[config.mk]
export PLATFORM = sky130hd
export DESIGN_NAME = fscg_device_flat
export DESIGN_NICKNAME = d
export VERILOG_FILES = /design/src/common/fscg_pkg.sv /design/src/common/fscg_reg_if.sv /design/src/core/fscg_device.sv /design/src/flat_wrapper.sv
export VERILOG_INCLUDE_DIRS = /design/src /design/src/common
export SDC_FILE = /design/constraint.sdc
export NUM_CORES = 1
export LEC_CHECK = 0
export ABC_AREA = 1
export BUFFER_PORTS_ARGS = -buffer_cell sky130_fd_sc_hd__buf_4
export CAP_MARGIN = 20
export CORE_ASPECT_RATIO = 1.1
export CORE_MARGIN = 8
export CORE_UTILIZATION = 40
export DETAILED_ROUTE_END_ITERATION = 16
export GPL_ROUTABILITY_DRIVEN = 0
export GPL_TIMING_DRIVEN = 0
export PLACE_DENSITY = 0.59
export SETUP_SLACK_MARGIN = 0.05
export SLEW_MARGIN = 30
export SYNTH_ARGS = -nofsm -noshare
export SYNTH_HDL_FRONTEND = slang
export SYNTH_SLANG_ARGS = --single-unit
[constraint.sdc]
create_clock -name clock -period 5.98 [get_ports clock]
set_clock_uncertainty 0.15 [all_clocks]
set_input_delay 0.897 -clock clock [delete_from_list [all_inputs] [get_ports clock]]
set_output_delay 0.897 -clock clock [all_outputs]
set_load 0.02 [all_outputs]
[src/common/fscg_defs.svh]
// Register indices, field positions and reset values of the frame sync unit
`ifndef FSCG_DEFS_SVH
`define FSCG_DEFS_SVH
// ****************************************
// Register indices
// ****************************************
`define FSCG_IDX_SYNC 3'h0
`define FSCG_IDX_A0 3'h1
`define FSCG_IDX_A1 3'h2
`define FSCG_IDX_B0 3'h3
`define FSCG_IDX_B1 3'h4
`define FSCG_IDX_PW 3'h5
`define FSCG_IDX_STAT 3'h6
`define FSCG_IDX_LAST_CFG 3'h5
// ****************************************
// Field positions
// ****************************************
`define FSCG_EN_CLK 31
`define FSCG_EN_FS 30
`define FSCG_CLK_SRC 31
`define FSCG_FS_SRC 30
`define FSCG_PH_MSB 29
`define FSCG_PH_LSB 20
`define FSCG_DIV_MSB 19
`define FSCG_UNIT_STRIDE 16
`define FSCG_SYNC_FS 0
`define FSCG_SYNC_CLK 1
`define FSCG_STROBE 0
`define FSCG_INV 1
// ****************************************
// Values
// ****************************************
`define FSCG_RST_WORD 32'h0000_0000
`define FSCG_TRIG_PHASE 20'h00003
`define FSCG_DIV_ONE 20'h00001
`define FSCG_CNT_ZERO 20'h00000
`define FSCG_PW_ZERO 16'h0000
`endif

[src/common/fscg_pkg.sv]
// Types shared by both ends of the frame sync unit
package fscg_pkg;
  typedef logic [2:0] fscg_idx_t;
  typedef logic [31:0] fscg_word_t;
  // One-shot strobe sequencer
  typedef enum logic [1:0] {
    OS_WAIT = 2'b00,
    OS_FIRST = 2'b01,
    OS_SECOND = 2'b10,
    OS_PULSE = 2'b11
  } fscg_os_e;
  // Programming sequencer
  typedef enum logic [2:0] {
    H_IDLE = 3'b000,
    H_CFG = 3'b001,
    H_EN_A = 3'b010,
    H_EN_B = 3'b011,
    H_DIS_A = 3'b100,
    H_DIS_B = 3'b101
  } fscg_hs_e;
endpackage

[src/common/fscg_reg_if.sv]
// Register write and read port between programmer and frame sync unit
`timescale 1ns/1ps
`default_nettype none
interface fscg_reg_if (
  input wire logic clock,
  input wire logic arst_n
);
  logic wr_en;
  logic [2:0] wr_idx;
  logic [31:0] wr_data;
  logic [2:0] rd_idx;
  logic [31:0] rd_data;
  modport dev (
    input clock, arst_n, wr_en, wr_idx, wr_data, rd_idx,
    output rd_data
  );
  modport prog (
    input clock, arst_n, rd_data,
    output wr_en, wr_idx, wr_data, rd_idx
  );
endinterface
`default_nettype wire

[src/core/fscg_device.sv]
// Frame sync and clock generator, two units, with its register file
//
// Overview of operation
// - Sync bit 0/16 arms frame trigger start
// - Software sets phase 3 in trigger mode
// - No frame sync until trigger rising edge
// - Later trigger edges are ignored
// - Configure registers first, then set enables
// - Sync bit 1/17 starts clock on trigger
// - Divisor bits 19-0; below two means bypass
// - Normal period equals divisor cycles of clock
// - Phase split: upper in word0, lower word1
// - Software keeps phase below divisor
// - Phase N leads clock by N cycles
// - Alignment needs same source, write, multiple
// - Pair enabled and disabled in one write
// - Width field sets normal high time
// - Zero width gives half divisor, rounded down
// - Strobe bit picks pass-through or one-shot
// - Active-low bit sets bypass output polarity
// - Other width bits ignored in bypass
// - Pass-through copies input, optionally inverted
// - One-shot: second timing rise, one period
// - Word1 bit 31 selects clock source
// - Odd clock divisor: low one cycle longer
`timescale 1ns/1ps
`default_nettype none
`include "fscg_defs.svh"
module fscg_device #(
  parameter int UNITS = 2,
  parameter int DIV_W = 20
) (
  input wire logic clock,
  input wire logic arst_n,
  fscg_reg_if.dev bus,
  input wire logic osc_in,
  input wire logic routed_in,
  input wire logic [1:0] external_trigger_in,
  input wire logic strobe_timing_in_a,
  input wire logic strobe_timing_in_b,
  output logic [1:0] clk_out,
  output logic [1:0] fs_out
);
  import fscg_pkg::*;

  // Refuse sizes that the fixed field map cannot serve
  if (UNITS != 2 || DIV_W != 20) begin : g_size_check
    $error("fscg_device supports two units with 20-bit divisors only");
  end

  // ****************************************
  // Register file
  // ****************************************
  fscg_word_t sync_q, sync_d;
  fscg_word_t pw_q, pw_d;
  fscg_word_t ctl0_q [2];
  fscg_word_t ctl0_d [2];
  fscg_word_t ctl1_q [2];
  fscg_word_t ctl1_d [2];
  fscg_word_t rd_q, rd_d;
  logic [1:0] fs_go_q;
  logic [1:0] clk_go_q;

  // Decode whether an index hits word0 or word1 of a unit
  function automatic logic fscg_hit(input fscg_idx_t idx,
                                    input fscg_idx_t base, input int u);
    fscg_idx_t tgt;
    tgt = 3'(base + 3'(2 * u));
    return idx == tgt;
  endfunction

  // Next register values from the write port
  always_comb begin
    sync_d = sync_q;
    pw_d = pw_q;
    for (int u = 0; u < 2; u++) begin
      ctl0_d[u] = ctl0_q[u];
      ctl1_d[u] = ctl1_q[u];
      if (bus.wr_en && fscg_hit(bus.wr_idx, `FSCG_IDX_A0, u)) begin
        ctl0_d[u] = bus.wr_data;
      end
      if (bus.wr_en && fscg_hit(bus.wr_idx, `FSCG_IDX_A1, u)) begin
        ctl1_d[u] = bus.wr_data;
      end
    end
    if (bus.wr_en && bus.wr_idx == `FSCG_IDX_SYNC) begin
      sync_d = bus.wr_data;
    end
    if (bus.wr_en && bus.wr_idx == `FSCG_IDX_PW) begin
      pw_d = bus.wr_data;
    end
    case (bus.rd_idx)
      `FSCG_IDX_SYNC: rd_d = sync_q;
      `FSCG_IDX_A0: rd_d = ctl0_q[0];
      `FSCG_IDX_A1: rd_d = ctl1_q[0];
      `FSCG_IDX_B0: rd_d = ctl0_q[1];
      `FSCG_IDX_B1: rd_d = ctl1_q[1];
      `FSCG_IDX_PW: rd_d = pw_q;
      `FSCG_IDX_STAT: rd_d = {28'h0000000, clk_go_q, fs_go_q};
      default: rd_d = `FSCG_RST_WORD;
    endcase
  end

  // Register storage
  always_ff @(posedge clock or negedge arst_n) begin
    if (!arst_n) begin
      sync_q <= `FSCG_RST_WORD;
      pw_q <= `FSCG_RST_WORD;
      rd_q <= `FSCG_RST_WORD;
      for (int u = 0; u < 2; u++) begin
        ctl0_q[u] <= `FSCG_RST_WORD;
        ctl1_q[u] <= `FSCG_RST_WORD;
      end
    end else begin
      sync_q <= sync_d;
      pw_q <= pw_d;
      rd_q <= rd_d;
      for (int u = 0; u < 2; u++) begin
        ctl0_q[u] <= ctl0_d[u];
        ctl1_q[u] <= ctl1_d[u];
      end
    end
  end

  assign bus.rd_data = rd_q;

  // ****************************************
  // Generator units
  // ****************************************
  logic [1:0] timing_in;
  assign timing_in = {strobe_timing_in_b, strobe_timing_in_a};

  for (genvar i = 0; i < 2; i++) begin : g_unit
    logic [19:0] fs_div, clk_div, phase, fcnt_q, fcnt_d, ccnt_q, ccnt_d;
    logic [19:0] width, start;
    logic [15:0] pw_field;
    logic en_fs, en_clk, src, strobe, inv, trig_fs, trig_clk;
    logic sel_in, sel_prev_q, trig_prev_q, tim_prev_q;
    logic trig_rise, ck_edge, tim_rise, bypass_fs, bypass_clk;
    logic fs_go_d, clk_go_d, fs_d, clk_d, fs_q, clk_q;
    fscg_os_e os_q, os_d;

    // Field extraction
    assign fs_div = ctl0_q[i][`FSCG_DIV_MSB:0];
    assign clk_div = ctl1_q[i][`FSCG_DIV_MSB:0];
    assign phase = {ctl0_q[i][`FSCG_PH_MSB:`FSCG_PH_LSB],
                    ctl1_q[i][`FSCG_PH_MSB:`FSCG_PH_LSB]};
    assign en_clk = ctl0_q[i][`FSCG_EN_CLK];
    assign en_fs = ctl0_q[i][`FSCG_EN_FS];
    assign src = ctl1_q[i][`FSCG_CLK_SRC];
    assign pw_field = pw_q[`FSCG_UNIT_STRIDE*i +: `FSCG_UNIT_STRIDE];
    assign strobe = pw_q[`FSCG_UNIT_STRIDE*i + `FSCG_STROBE];
    assign inv = pw_q[`FSCG_UNIT_STRIDE*i + `FSCG_INV];
    assign trig_fs = sync_q[`FSCG_UNIT_STRIDE*i + `FSCG_SYNC_FS];
    assign trig_clk = sync_q[`FSCG_UNIT_STRIDE*i + `FSCG_SYNC_CLK];

    // Source select and edge detection
    assign sel_in = src ? routed_in : osc_in;
    assign trig_rise = external_trigger_in[i] & ~trig_prev_q;
    assign ck_edge = inv ? (sel_prev_q & ~sel_in) : (~sel_prev_q & sel_in);
    assign tim_rise = timing_in[i] & ~tim_prev_q;
    assign bypass_fs = fs_div <= `FSCG_DIV_ONE;
    assign bypass_clk = clk_div <= `FSCG_DIV_ONE;

    // Width: zero selects half divisor; only normal mode reads it
    assign width = (pw_field == `FSCG_PW_ZERO) ? (fs_div >> 1)
                 : {4'h0, pw_field};
    // Counter start lets frame sync lead clock by phase cycles
    assign start = (phase < fs_div) ? phase : `FSCG_CNT_ZERO;

    // Next state of counters, trigger gates and outputs
    always_comb begin
      fs_go_d = en_fs & (fs_go_q[i] | ~trig_fs | trig_rise);
      clk_go_d = en_clk & (clk_go_q[i] | ~trig_clk | trig_rise);
      fcnt_d = start;
      ccnt_d = `FSCG_CNT_ZERO;
      os_d = OS_WAIT;
      fs_d = bypass_fs & inv & strobe;
      clk_d = 1'b0;
      if (fs_go_q[i] && !bypass_fs) begin
        fcnt_d = (fcnt_q >= 20'(fs_div - `FSCG_DIV_ONE)) ? `FSCG_CNT_ZERO
               : 20'(fcnt_q + `FSCG_DIV_ONE);
        fs_d = fcnt_q < width;
      end else if (fs_go_q[i] && !strobe) begin
        fs_d = sel_in ^ inv;
      end else if (fs_go_q[i]) begin
        case (os_q)
          OS_WAIT: os_d = !ck_edge ? OS_WAIT
                        : (tim_rise ? OS_SECOND : OS_FIRST);
          OS_FIRST: os_d = tim_rise ? OS_SECOND : OS_FIRST;
          OS_SECOND: os_d = tim_rise ? OS_PULSE : OS_SECOND;
          OS_PULSE: os_d = tim_rise ? OS_WAIT : OS_PULSE;
          default: os_d = OS_WAIT;
        endcase
        fs_d = (os_d == OS_PULSE) ^ inv;
      end
      if (clk_go_q[i] && bypass_clk) begin
        clk_d = sel_in;
      end else if (clk_go_q[i]) begin
        ccnt_d = (ccnt_q >= 20'(clk_div - `FSCG_DIV_ONE)) ? `FSCG_CNT_ZERO
               : 20'(ccnt_q + `FSCG_DIV_ONE);
        clk_d = ccnt_q < (clk_div >> 1);
      end
    end

    // Unit state registers
    always_ff @(posedge clock or negedge arst_n) begin
      if (!arst_n) begin
        fcnt_q <= `FSCG_CNT_ZERO;
        ccnt_q <= `FSCG_CNT_ZERO;
        os_q <= OS_WAIT;
        fs_go_q[i] <= 1'b0;
        clk_go_q[i] <= 1'b0;
        fs_q <= 1'b0;
        clk_q <= 1'b0;
        sel_prev_q <= 1'b0;
        trig_prev_q <= 1'b0;
        tim_prev_q <= 1'b0;
      end else begin
        fcnt_q <= fcnt_d;
        ccnt_q <= ccnt_d;
        os_q <= os_d;
        fs_go_q[i] <= fs_go_d;
        clk_go_q[i] <= clk_go_d;
        fs_q <= fs_d;
        clk_q <= clk_d;
        sel_prev_q <= sel_in;
        trig_prev_q <= external_trigger_in[i];
        tim_prev_q <= timing_in[i];
      end
    end

    assign fs_out[i] = fs_q;
    assign clk_out[i] = clk_q;
  end
endmodule
`default_nettype wire

[src/flat_wrapper.sv]
// flat-port wrapper written by rule: the top's interface ports become plain ports
module fscg_device_flat import fscg_pkg::*;
#(
  parameter int UNITS = 2,
  parameter int DIV_W = 20
)
  (clock, arst_n, osc_in, routed_in, external_trigger_in, strobe_timing_in_a, strobe_timing_in_b, clk_out, fs_out, bus_wr_en, bus_wr_idx, bus_wr_data, bus_rd_idx, bus_rd_data);
  fscg_reg_if bus_i (.clock(clock), .arst_n(arst_n));
  input wire logic clock;
  input wire logic arst_n;
  input wire logic osc_in;
  input wire logic routed_in;
  input wire logic [1:0] external_trigger_in;
  input wire logic strobe_timing_in_a;
  input wire logic strobe_timing_in_b;
  output logic [1:0] clk_out;
  output logic [1:0] fs_out;
  input wire logic [$bits(bus_i.wr_en)-1:0] bus_wr_en;
  input wire logic [$bits(bus_i.wr_idx)-1:0] bus_wr_idx;
  input wire logic [$bits(bus_i.wr_data)-1:0] bus_wr_data;
  input wire logic [$bits(bus_i.rd_idx)-1:0] bus_rd_idx;
  output wire logic [$bits(bus_i.rd_data)-1:0] bus_rd_data;
  assign bus_i.wr_en = bus_wr_en;
  assign bus_i.wr_idx = bus_wr_idx;
  assign bus_i.wr_data = bus_wr_data;
  assign bus_i.rd_idx = bus_rd_idx;
  assign bus_rd_data = bus_i.rd_data;
  fscg_device #(.UNITS(UNITS), .DIV_W(DIV_W)) u_core (.clock(clock), .arst_n(arst_n), .bus(bus_i), .osc_in(osc_in), .routed_in(routed_in), .external_trigger_in(external_trigger_in), .strobe_timing_in_a(strobe_timing_in_a), .strobe_timing_in_b(strobe_timing_in_b), .clk_out(clk_out), .fs_out(fs_out));
endmodule
-- Word level (Yosys, flattened, before mapping)
Index checks and enable logic that the tools add are counted.
- register bits: 322
- input port bits: 47
- output and inout port bits: 36
- logic and storage cells: 181
- add/subtract/negate cells: 8
- order comparisons: 14
- eq/ne operators: 19
- muxes and demuxes: 51
- bitwise operators: 40
- reduce and logical (&&, ||, !) cells: 22
- operators with widths (kind ; count):
    20-bit two-way mux ; 12
    32-bit one-hot mux with 7 select lines ; 1
    20-bit by 1-bit adder with 20-bit output, second input constant ; 4
    20-bit greater-or-equal comparator ; 4
    20-bit by 1-bit less-or-equal comparator with 1-bit output, second input constant ; 4
    20-bit < comparator ; 4
    20-bit by 1-bit subtractor with 20-bit output, second input constant ; 4
    20-bit by 19-bit < comparator with 1-bit output ; 2
    19-bit two-way mux ; 2
    2-bit two-way mux ; 18
    16-bit zero test ; 2
    1-bit bitwise AND ; 16
    1-bit two-way mux ; 16
    2-bit one-hot mux with 4 select lines ; 2
    3-bit == test, second input constant ; 5
    2-bit == test, second input constant ; 6
    3-bit by 2-bit == test with 1-bit output, second input constant ; 4
    1-bit logical AND ; 12
    1-bit NOT ; 12
    1-bit bitwise OR ; 8
    3-bit by 1-bit == test with 1-bit output, second input constant ; 2
    3-bit zero test ; 2
    2-bit by 1-bit == test with 1-bit output, second input constant ; 2
    1-bit zero test ; 4
    2 further kinds ; 6

-- Depth between registers and ports, before layout
Gate-level depths: netlist (run 1).
- word-level depth: 14
- gate-level depth with buffers: 20
- mapped depth without buffers: 19

-- Least setup slack after synthesis (run 1)
No wires, ideal clock.
- path kind: flip-flop to flip-flop
- from: register u_core.ctl1_q[0] (netlist bit)
- to: register u_core.g_unit[1].ccnt_q[11]
- setup time: 0.133 ns
- data arrival time: 2.630 ns
- data required time: 5.697 ns
- setup slack: 3.067 ns
- cell stages (with the launch flop): 20
- buffers on the path: 1
- clock period less this slack: 2.913 ns
- cells stage by stage: dfrtp_1 -> inv_1 -> ha_1 -> inv_1 -> nor3_4 -> nand2_1 -> nor3_1 -> xor2_1 -> inv_1 -> ha_1 -> nand2_1 -> inv_1 -> nand3_1 -> inv_1 -> nand2_1 -> inv_1 -> nand4_1 -> nand4_1 -> clkbuf_1 -> nor2_1
- cells in the longest elaborated chain, start to end: 5
- elaborated cells between the ends (all ways): 7
- those cells by class: add/sub: 1; order compare: 2; mux: 3; reduce/logical: 1
- ends and longest elaborated chain (what ; RTL line ; text):
    from (decl) ; fscg_device.sv:58 ; fscg_word_t ctl1_q [2];
    from (signal, indexed assignment) ; fscg_device.sv:112 ; ctl1_q[u] <= `FSCG_RST_WORD;
    from (signal, indexed assignment) ; fscg_device.sv:120 ; ctl1_q[u] <= ctl1_d[u];
    20-bit by 1-bit subtractor with 20-bit output (no line) ; -- ;
    20-bit greater-or-equal comparator ; fscg_device.sv:200 ; ccnt_d = (ccnt_q >= 20'(clk_div - `FSCG_DIV_ONE)) ? `FSCG_CNT_ZERO
    20-bit two-way mux ; fscg_device.sv:200 ;
    20-bit two-way mux ; fscg_device.sv:199 ; end else if (clk_go_q[i]) begin
    20-bit two-way mux * ; fscg_device.sv:197 ; if (clk_go_q[i] && bypass_clk) begin
    net u_core.g_unit[1].ccnt_d[11] ; fscg_device.sv:134 ; logic [19:0] fs_div, clk_div, phase, fcnt_q, fcnt_d, ccnt_q, ccnt_d;
    to (signal assigned) ; fscg_device.sv:210 ; ccnt_q <= `FSCG_CNT_ZERO;
    to (signal assigned) ; fscg_device.sv:221 ; ccnt_q <= ccnt_d;
    to (decl) ; fscg_device.sv:134 ;
Mark *: on every way through the listed nets, which the timed path passes. The rest lies on a longest branch.
A chain may end at the register's enable or synchronous reset.

-- Final worst setup path (run 1)
- from: register u_core.ctl1_q[0] (netlist bit)
- to: register u_core.g_unit[1].ccnt_q[3]
Same word-level chain as after synthesis.

==> results of run 1 <==
-- power groups by stage --
| stage | Sequential (uW) | Combinational, uW | Clock [uW] |
|---|---|---|---|
| 2_1_floorplan | 3000 | 1870 | 0 |
| 3_3_place_gp | 3180 | 2610 | 0 |
| 3_5_place_dp | 3200 | 2720 | 0 |
| 4_1_cts | 3170 | 2740 | 2630 |
| 5_1_grt | 3230 | 3130 | 2720 |
| 6_report | 3190 | 2760 | 2590 |
-- placed cells by master, fill, tap and decap left out, types with 5 or more instances in the layout --
cell       count
nand3b_1      12
xor2_1        98
nand4_1       72
buf_2         21
buf_4         90
nor4_1        15
bufinv_16      7
dfrtp_1      322
a21oi_1      126
a21boi_0       5
ha_1         202
buf_6         11
o211ai_1      12
clkbuf_1      44
nand3_1       95
a221oi_1      15
xnor2_1       23
o21ai_0      242
o2111ai_1     10
nor3_2        15
nor2_2        21
nand2_1      619
nor3_1        59
nand2_2        7
inv_1        275
inv_2         17
o22ai_1       25
clkbuf_8       7
nand4_2        5
nor2_1       188
clkbuf_16     39
a31oi_1        8
-- through the flow --
step                setup slack (ns)  util (%)  power (uW)  hold WS [ns]  area [um2]
floorplan                       3.07         -        4870         0.303       21000
CTS                             2.31      46.0        8540        0.0787       24000
finish                          2.31      46.0        8540        0.0866       24000
detailed placement              2.33      43.3        5920         0.325       22600
global placement               0.785      43.1        5790         0.316       22500
global route                    1.92      46.0        9080         0.105       24000
-- per-layer routing --
layer	wire length (um)	share of wire, %	GRT usage (%)	up-vias
met5	0	0	0	-
met1	31500	43	31.0	9306
met2	33900	46	38.9	754
met4	3430	4.6	10.5	0
li1	-	-	-	9113
met3	5250	7.1	4.87	186
-- cell families after synthesis --
group	count (synthesis)	share of synthesized area, %
flip-flops	322	38.3
adder cells (fa/ha/maj)	202	12.0
buffers and inverters	379	7.48
AO/OA/AOI/OAI	482	13.0
XOR/XNOR	121	5.04
AND/OR/NAND/NOR	1132	24.1
-- state kept, by name (all words and copies together) (netlist names) --
name,count
u_core.ctl0_q,64
u_core.g_unit.os_q,4
u_core.g_unit.fs_q,2
u_core.clk_go_q,2
u_core.ctl1_q,64
u_core.bus.rd_data,32
u_core.g_unit.fcnt_q,40
u_core.g_unit.ccnt_q,40
u_core.g_unit.tim_prev_q,2
u_core.g_unit.clk_q,2
u_core.sync_q,32
u_core.fs_go_q,2
u_core.g_unit.trig_prev_q,2
u_core.g_unit.sel_prev_q,2
u_core.pw_q,32
-- final timing paths --
path                                              from                           end  slack, ns  cells past startpoint
worst max register to register        u_core.ctl1_q[0]    u_core.g_unit[1].ccnt_q[3]       2.31                     19
worst min register to register        u_core.sync_q[4]              u_core.sync_q[4]       0.34                      2
min in group clock              external_trigger_in[0]  u_core.g_unit[0].trig_prev_q       0.29                      1
worst min-delay path                            arst_n    u_core.g_unit[0].ccnt_q[4]       0.09                      1
worst max-delay path                  u_core.ctl1_q[0]    u_core.g_unit[1].ccnt_q[3]       2.31                     19
max in group asynchronous                       arst_n    u_core.g_unit[1].fcnt_q[2]       4.06                      4
-- synth_stat cells (17+ instances only) --
library cell and n:
a21oi_1 126, buf_2 21, clkbuf_1 41, dfrtp_1 322, ha_1 202, inv_1 275, inv_2 17, nand2_1 619
nand3_1 95, nand4_1 72, nor2_1 188, nor2_2 21, nor3_1 59, o21ai_0 243, o22ai_1 25, xnor2_1 23
xor2_1 98
-- area by class of cell --
class	instances	share of cell area (%)
buffer	84	1.91
clock buffer	49	4.51
clock inverter	18	1.28
inverter	295	4.64
multi-input combinational	1937	47.5
sequential	322	33.6
tap	675	3.52
timing repair buffer	86	3.05
-- worst max-delay path, stage by stage (launching register included) --
cell and delay, ns:
dfrtp_1 0.44, inv_1 0.26, ha_1 0.29, inv_1 0.11, nor3_4 0.29, nand2_1 0.12, nor3_1 0.20, xor2_1 0.16
inv_1 0.06, ha_1 0.26, nand2_1 0.05, inv_1 0.06, nand3_1 0.06, inv_1 0.11, nand2_1 0.06, inv_1 0.07
nand4_1 0.09, nand4_1 0.13, clkbuf_1 0.44, nor2_1 0.10
==> impl_metrics.ini, run 1 <==
[setup_path]
critPathMaxFanout = 10
startpoint_type = flop
critPathKind = flop to flop
cp-end-kind = flop
crit_arrival_ns = 3.93
crit_required_ns = 6.25

[detailed_routing]
finalWirelength_um = 74100
remaining_drc_errors = 0
ant_nets = 0
wl_per_cell_um = 21.4
num_vias = 19400
drt-vias-per-instance = 5.59
drtPass1Iterations = 5
drt-initial-drc-count = 1962

[logic_synthesis]
ys_async_sr_fraction_pct = 100
yosys_most_used_dff = dfrtp_1
yosys-top-cells-area = dfrtp_1, ha_1, nand2_1
netlist_area_um2 = 21000
synth_seq_cells = 322
yosysTopAreaCell = dfrtp_1
synth_top_area_share_pct = 38.3
syn-mean-instance-area_um2 = 7.97
syn_inst = 2638
yosysUniqueCellTypes = 58
ys_seq_area_share_pct = 38.3
syn_nets = 2887
synth_edf_count = 0
yosys_warnings = 0

[pwr]
switching_share_pct = 39.2
intPower_uw = 5190
sequentialPowerShare_pct = 37.4
p_switching_uw = 3350
vdd_drop_max_v = 0.000171
comb_power_share_pct = 32.3
power_leakage_uw = 0.0118
power.density_nw_per_um2 = 356
clkPwrFrac_pct = 30.3

[sta]
rsz0062_at_grt = false
tns_ns = 0
hold_viol_final = 0
fmax_mhz = 273
slew_violations = 0
worst_pin_slew_ns = 0.753
finalWorstPathRequiredPeriod_ns = 3.67
setup_viol_count_final = 0
maxSlewHeadroom_pct = 49.8
fin_crit_sh_pct = 61.3

[finish]
syn_to_final_growth_pct = 14.1
layout-drive-gt1-share_pct = 10.3
ff_latch_area_um2 = 8060
diodes = 0
multi_input_area_um2 = 11400
fill_cells = 5190
fin_nets = 3013
finalNonFillerCells = 3466

[global_route]
grt_pass1_wl_um = 114000
grt_start_max_net_pins = 84
grt.overflow.total = 0
antenna_found_initial = 0
grtUsageTotal_pct = 24.1
grt_pass1_vias = 19200

[floorplanning]
die_area_um2 = 60200
rows = 88
start_util_pct = 40.3
ios = 83
die_h_um = 257
core_area_um2 = 52200
die-width_um = 235

[clocking]
htree_levels = 2
post_cts_resized = 0
cts_buffers = 38
clk_pin_slew_ns = 0.06
clock_latency_ns = 0.57
clock_sinks = 322
cts_hold_buf = 0
clockBufferDepth = 3
cts_tree = built
cts_setup_buffers = 0
root_buffer = clkbuf_16

[run_status]
outcome = completed

[min_path]
hp-class = input port to async pin

[flow_run]
maxCapViolCount = 0

[placed_design]
portBuffers = 82
post-dp-hpwl_um = 57500
placed_cells = 3399
(Power assumes the default switching activity.)
==> inputs of run 2 (changes only) <==
Settings changed: PLACE_DENSITY 0.59 to 0.61.
Clock period 5.98 ns to 3.2 ns, I/O delays scaled along.
==> impl_metrics.ini, run 2 (same netlist as run 1, synthesis figures left out) <==
[pwr]
intPower_uw = 9720
switching_share_pct = 40.8
comb_power_share_pct = 36.2
power.density_nw_per_um2 = 651
vdd_drop_max_v = 0.000372
sequentialPowerShare_pct = 36.5
power_leakage_uw = 0.0122
p_switching_uw = 6690
clkPwrFrac_pct = 27.3

[floorplanning]
die_area_um2 = 60200
rows = 88
core_area_um2 = 52200
die_h_um = 257
die-width_um = 235
ios = 83
start_util_pct = 40.3

[setup_path]
cp_common_cell = nor2_4
crit_arrival_ns = 3.48
crit_slowest_cell = dfrtp_2
startpoint_type = flop
cp-end-kind = flop
crit_required_ns = 3.57
critPathMaxStageDelay_ns = 0.46
critPathMaxFanout = 5
cp_cell_sequence = buf_12 -> clkinv_8 -> nand2_4 -> nor2_4 -> nand2_4 -> nor2_4 -> nand3_4 -> o31ai_2 -> o21ai_1 -> inv_1 -> ha_4 -> nand2_4 -> nor2_4 -> nand4_1 -> buf_4 -> a21oi_2 -> nor2_1 -> nand2_1 -> nor2_4 -> buf_6 -> nand2_2 -> nand2_1
critPathKind = flop to flop

[detailed_routing]
wl_per_cell_um = 21.4
ant_nets = 0
remaining_drc_errors = 0
drt-initial-drc-count = 1899
drt-vias-per-instance = 5.67
finalWirelength_um = 75800
num_vias = 20100
drtPass1Iterations = 6

[clocking]
cts_buffers = 38
htree_levels = 2
clock_latency_ns = 0.59
clockBufferDepth = 3
clock_sinks = 322
cts_tree = built
root_buffer = clkbuf_16
clk_pin_slew_ns = 0.07

[global_route]
grt_start_max_net_pins = 89
grt.overflow.total = 0
grt_pass1_wl_um = 115000
grtUsageTotal_pct = 24.2
grt_pass1_vias = 19500
antenna_found_initial = 2

[sta]
rsz0062_at_grt = true
worst_pin_slew_ns = 0.742
finalWorstPathRequiredPeriod_ns = 3.11
maxSlewHeadroom_pct = 50.5
hold_viol_final = 0
slew_violations = 0
setup_viol_count_final = 0
fmax_mhz = 322
fin_crit_sh_pct = 97.1
layout_setup_ws_ns = 0.0934

[flow_run]
maxCapViolCount = 0

[finish]
reg_top3 = u_core.ctl0_q: 64 flops, u_core.ctl1_q: 64 flops
fin_nets = 3089
final_common_cell = nand2_1
post-route-util_pct = 48.3
syn_to_final_growth_pct = 19.8
layout_common_cells = nand2_1, dfrtp_1, inv_1, o21ai_0, ha_1
layout-drive-gt1-share_pct = 17.5

[min_path]
hp-class = input port to flop

[run_status]
outcome = completed

[placed_design]
portBuffers = 82
post-dp-hpwl_um = 57100
preCtsSetupSlack_ns = -0.498
-- run 2: cell types whose count changed in the layout (fill, tap and decap cells not counted), sizes merged --
cell,delta
buf,+73
diode,+1
bufinv,-4
clkbuf,-2
inv,+3
dlygate4sd3,+5
clkinv,-2
clkinvlp,+4
-- run 2: repair_timing --
action / in CTS / in global routing
endpoints found under the hold margin: 53 / 0
pin swaps: 7 / 75
hold buffers: 5 / 0
setup endpoints to repair: 81 / 82
cloned: 0 / 8
setup buffers: 17 / 48
resized for setup: 54 / 180
-- run 2: layout make-up --
type	instances	area, um2
Fill cell	4994	27000
Tap cell	675	845
Clock inverter	19	221
Multi-Input combinational cell	1937	12000
Clock buffer	49	1030
Inverter	295	1150
Antenna cell	1	2.50
Buffer	82	510
Sequential cell	322	8090
Timing Repair Buffer	164	1390
-- run 2: worst max-delay path: cells and delay by family, from the launching register on --
kind / cells / cell delay [ns]
and+or+nand+nor: 13 / 1.25
adders and majority gates: 1 / 0.22
buffers and inverters: 5 / 0.60
DFF: 1 / 0.46
AOI/OAI and AO/OA: 3 / 0.37
-- run 2: final timing paths --
kind | from | end | slack, ns | cells past startpoint
worst max register to register | u_core.ctl0_q[35] | u_core.g_unit[0].fcnt_q[15] | 0.09 | 22
max in group asynchronous | arst_n | u_core.g_unit[1].fcnt_q[3] | 1.14 | 5
worst max-delay path | u_core.ctl0_q[35] | u_core.g_unit[0].fcnt_q[15] | 0.09 | 22
min in group asynchronous | arst_n | u_core.g_unit[0].ccnt_q[3] | 0.27 | 2
worst min register to register | u_core.ctl0_q[62] | u_core.ctl0_q[62] | 0.33 | 2
worst min-delay path | bus_wr_data[30] | u_core.ctl1_q[62] | 0.10 | 3
-- run 2: power by group through the flow --
stage / Sequential (uW) / Clock [uW] / Combinational [uW]
global placement: 5950 / 0 / 4860
global route: 6070 / 4680 / 6650
floorplan: 5610 / 0 / 3490
finish: 6000 / 4480 / 5940
CTS: 5910 / 4520 / 5290
detailed placement: 5970 / 0 / 5080
-- run 2: metrics by stage --
step	hold slack (ns)	TNS, ns	cells	cell area (um2)	total power (uW)
2_1_floorplan	0.0344	0	2638	21000	9100
3_5_place_dp	0.266	-24.42	3399	22600	11100
4_1_cts	0.104	0	3489	24200	15700
5_1_grt	0.130	-2.23	3543	25200	17400
3_3_place_gp	0.316	-492.59	3395	22500	10800
6_report	0.104	0	3544	25200	16400
-- run 2: metal layers --
metal	wire length (um)	up-vias	part of all wire, %	global-route usage (%)
li1	-	9272	-	-
met1	30900	9674	41	30.8
met2	34500	920	46	38.9
met3	6200	239	8.2	4.87
met4	4170	2	5.5	11.9
met5	13	-	0.017	0
==> inputs of run 3 (changes only) <==
Settings changed: RECOVER_POWER from default to 25.
==> impl_metrics.ini, run 3 (same netlist as run 1, synthesis figures left out) <==
[run_status]
outcome = completed

[detailed_routing]
wl_per_cell_um = 21.4
drtPass1Iterations = 5
drt-vias-per-instance = 5.66
finalWirelength_um = 75800
ant_nets = 0
remaining_drc_errors = 0
num_vias = 20100
drt-initial-drc-count = 1862

[finish]
layout-drive-gt1-share_pct = 17.3
post-route-util_pct = 48.2
multi_input_area_um2 = 12000
reg_top3 = u_core.ctl0_q: 64 flops, u_core.ctl1_q: 64 flops
final_common_cell = nand2_1
ff_latch_area_um2 = 8090
fin_nets = 3089
layout_common_cells = nand2_1, dfrtp_1, inv_1, o21ai_0, ha_1
fill_cells = 5004
diodes = 0
syn_to_final_growth_pct = 19.7

[sta]
hold_viol_final = 0
rsz0062_at_grt = true
maxSlewHeadroom_pct = 14.7
slew_violations = 0
setup_viol_count_final = 0
fin_crit_sh_pct = 96.9
fmax_mhz = 323
finalWorstPathRequiredPeriod_ns = 3.10
layout_setup_ws_ns = 0.100
worst_pin_slew_ns = 1.28

[floorplanning]
core_area_um2 = 52200
die-width_um = 235
ios = 83
die_h_um = 257
start_util_pct = 40.3
rows = 88
die_area_um2 = 60200

[global_route]
grt_use_met1_pct = 30.8
met2_usage_pct = 38.9
grt_pass1_wl_um = 115000
grt_busiest_layer = met2
grtUsageTotal_pct = 24.2
grt.overflow.total = 0
grt_pass1_vias = 19500
use_met3_pct = 4.87
antenna_found_initial = 2
grt_start_max_net_pins = 89

[clocking]
htree_levels = 2
clockBufferDepth = 3
cts_buffers = 38
clock_sinks = 322
clk_pin_slew_ns = 0.06
clock_latency_ns = 0.59
cts_tree = built
root_buffer = clkbuf_16

[setup_path]
rr_startpoint = u_core.ctl0_q[38]
r2r_cells = 19
endpoint = u_core.g_unit[0].fcnt_q[15]
crit_required_ns = 3.58
critPathKind = flop to flop
crit_arrival_ns = 3.48
critPathMaxFanout = 5
ff2ff_setup_slack_ns = 0.10
setup.worst_path.start = u_core.ctl0_q[38]
r2r-end = u_core.g_unit[0].fcnt_q[15]
startpoint_type = flop
cp-end-kind = flop

[pwr]
power.density_nw_per_um2 = 652
vdd_drop_max_v = 0.000376
power_leakage_uw = 0.0121

[placed_design]
portBuffers = 82
post-dp-hpwl_um = 57100
preCtsSetupSlack_ns = -0.498

[min_path]
hp-class = input port to flop
hp-start = bus_wr_data[30]

[flow_run]
maxCapViolCount = 0
run 3: cell types whose count changed in the layout (fill, tap and decap cells not counted):
cell      change
nor3_1        +1
nor3_2        -1
diode_2       -1
buf_6         -2
buf_2         -1
clkbuf_4      +5
o21ai_0       +2
o21ai_1       -2
clkbuf_2      +1
buf_8         -1
buf_4         -7
clkbuf_1      +5
run 3: timing repair:
action	4_1_cts	5_1_grt
endpoints found under the hold margin	53	0
endpoints found under the setup margin	81	82
hold buffers	5	0
cloned	0	8
buffers inserted	17	48
pin swaps	7	75
gates resized for setup	54	180
run 3: how the worst min path moves through the flow:
stage	end	slack, ns	cells past startpoint
finish	u_core.ctl1_q[62]	0.11	3
floorplan	u_core.bus.rd_data[0]	0.03	0
global route	u_core.ctl0_q[30]	0.13	3
detailed placement	u_core.g_unit[0].ccnt_q[4]	0.27	1
CTS	u_core.ctl0_q[30]	0.10	3
global placement	u_core.sync_q[30]	0.32	2
run 3: power by group:
| group | internal, uW | leakage [uW] | switching, uW |
|---|---|---|---|
| logic | 2330 | 0.00744 | 3600 |
| clock network | 2560 | 0.000592 | 1910 |
| registers | 4820 | 0.00412 | 1180 |
| total | 9720 | 0.0121 | 6690 |
run 3: worst max-delay path: stages (launching register included):
cell and delay, ns:
dfrtp_2 0.45, buf_4 0.18, nor4_1 0.31, inv_1 0.09
nor2_2 0.17, nand3_1 0.13, xor2_1 0.15, inv_1 0.06
ha_1 0.26, nand2_1 0.08, inv_1 0.04, nand4_1 0.11
buf_4 0.13, a21oi_2 0.03, nor2_1 0.10, nand2_1 0.09
nor2_4 0.22, buf_6 0.17, nand2_2 0.05, nand2_1 0.06
run 3: area by class of cell:
type / count / area share (%)
repair buffers: 164 / 5.45
well taps: 675 / 3.36
clock inverters: 19 / 0.880
flip-flops and latches: 322 / 32.1
inverters: 295 / 4.57
clock buffers: 49 / 4.11
multi-input cells: 1937 / 47.5
plain buffers: 82 / 1.96
run 3: stage by stage:
stage	hold WS (ns)	std cells	TNS [ns]	cell area, um2	power [uW]
floorplan	0.0344	2638	0	21000	9100
global placement	0.316	3395	-492.59	22500	10800
detailed placement	0.266	3399	-24.42	22600	11100
CTS	0.104	3489	0	24200	15700
global route	0.130	3543	-2.23	25200	17400
finish	0.113	3543	0	25200	16400
run 3: metal layers:
layer | up-vias | wire [um]
li1 | 9254 | -
met1 | 9668 | 31200
met2 | 898 | 34600
met3 | 238 | 5840
met4 | 2 | 4120
met5 | - | 13
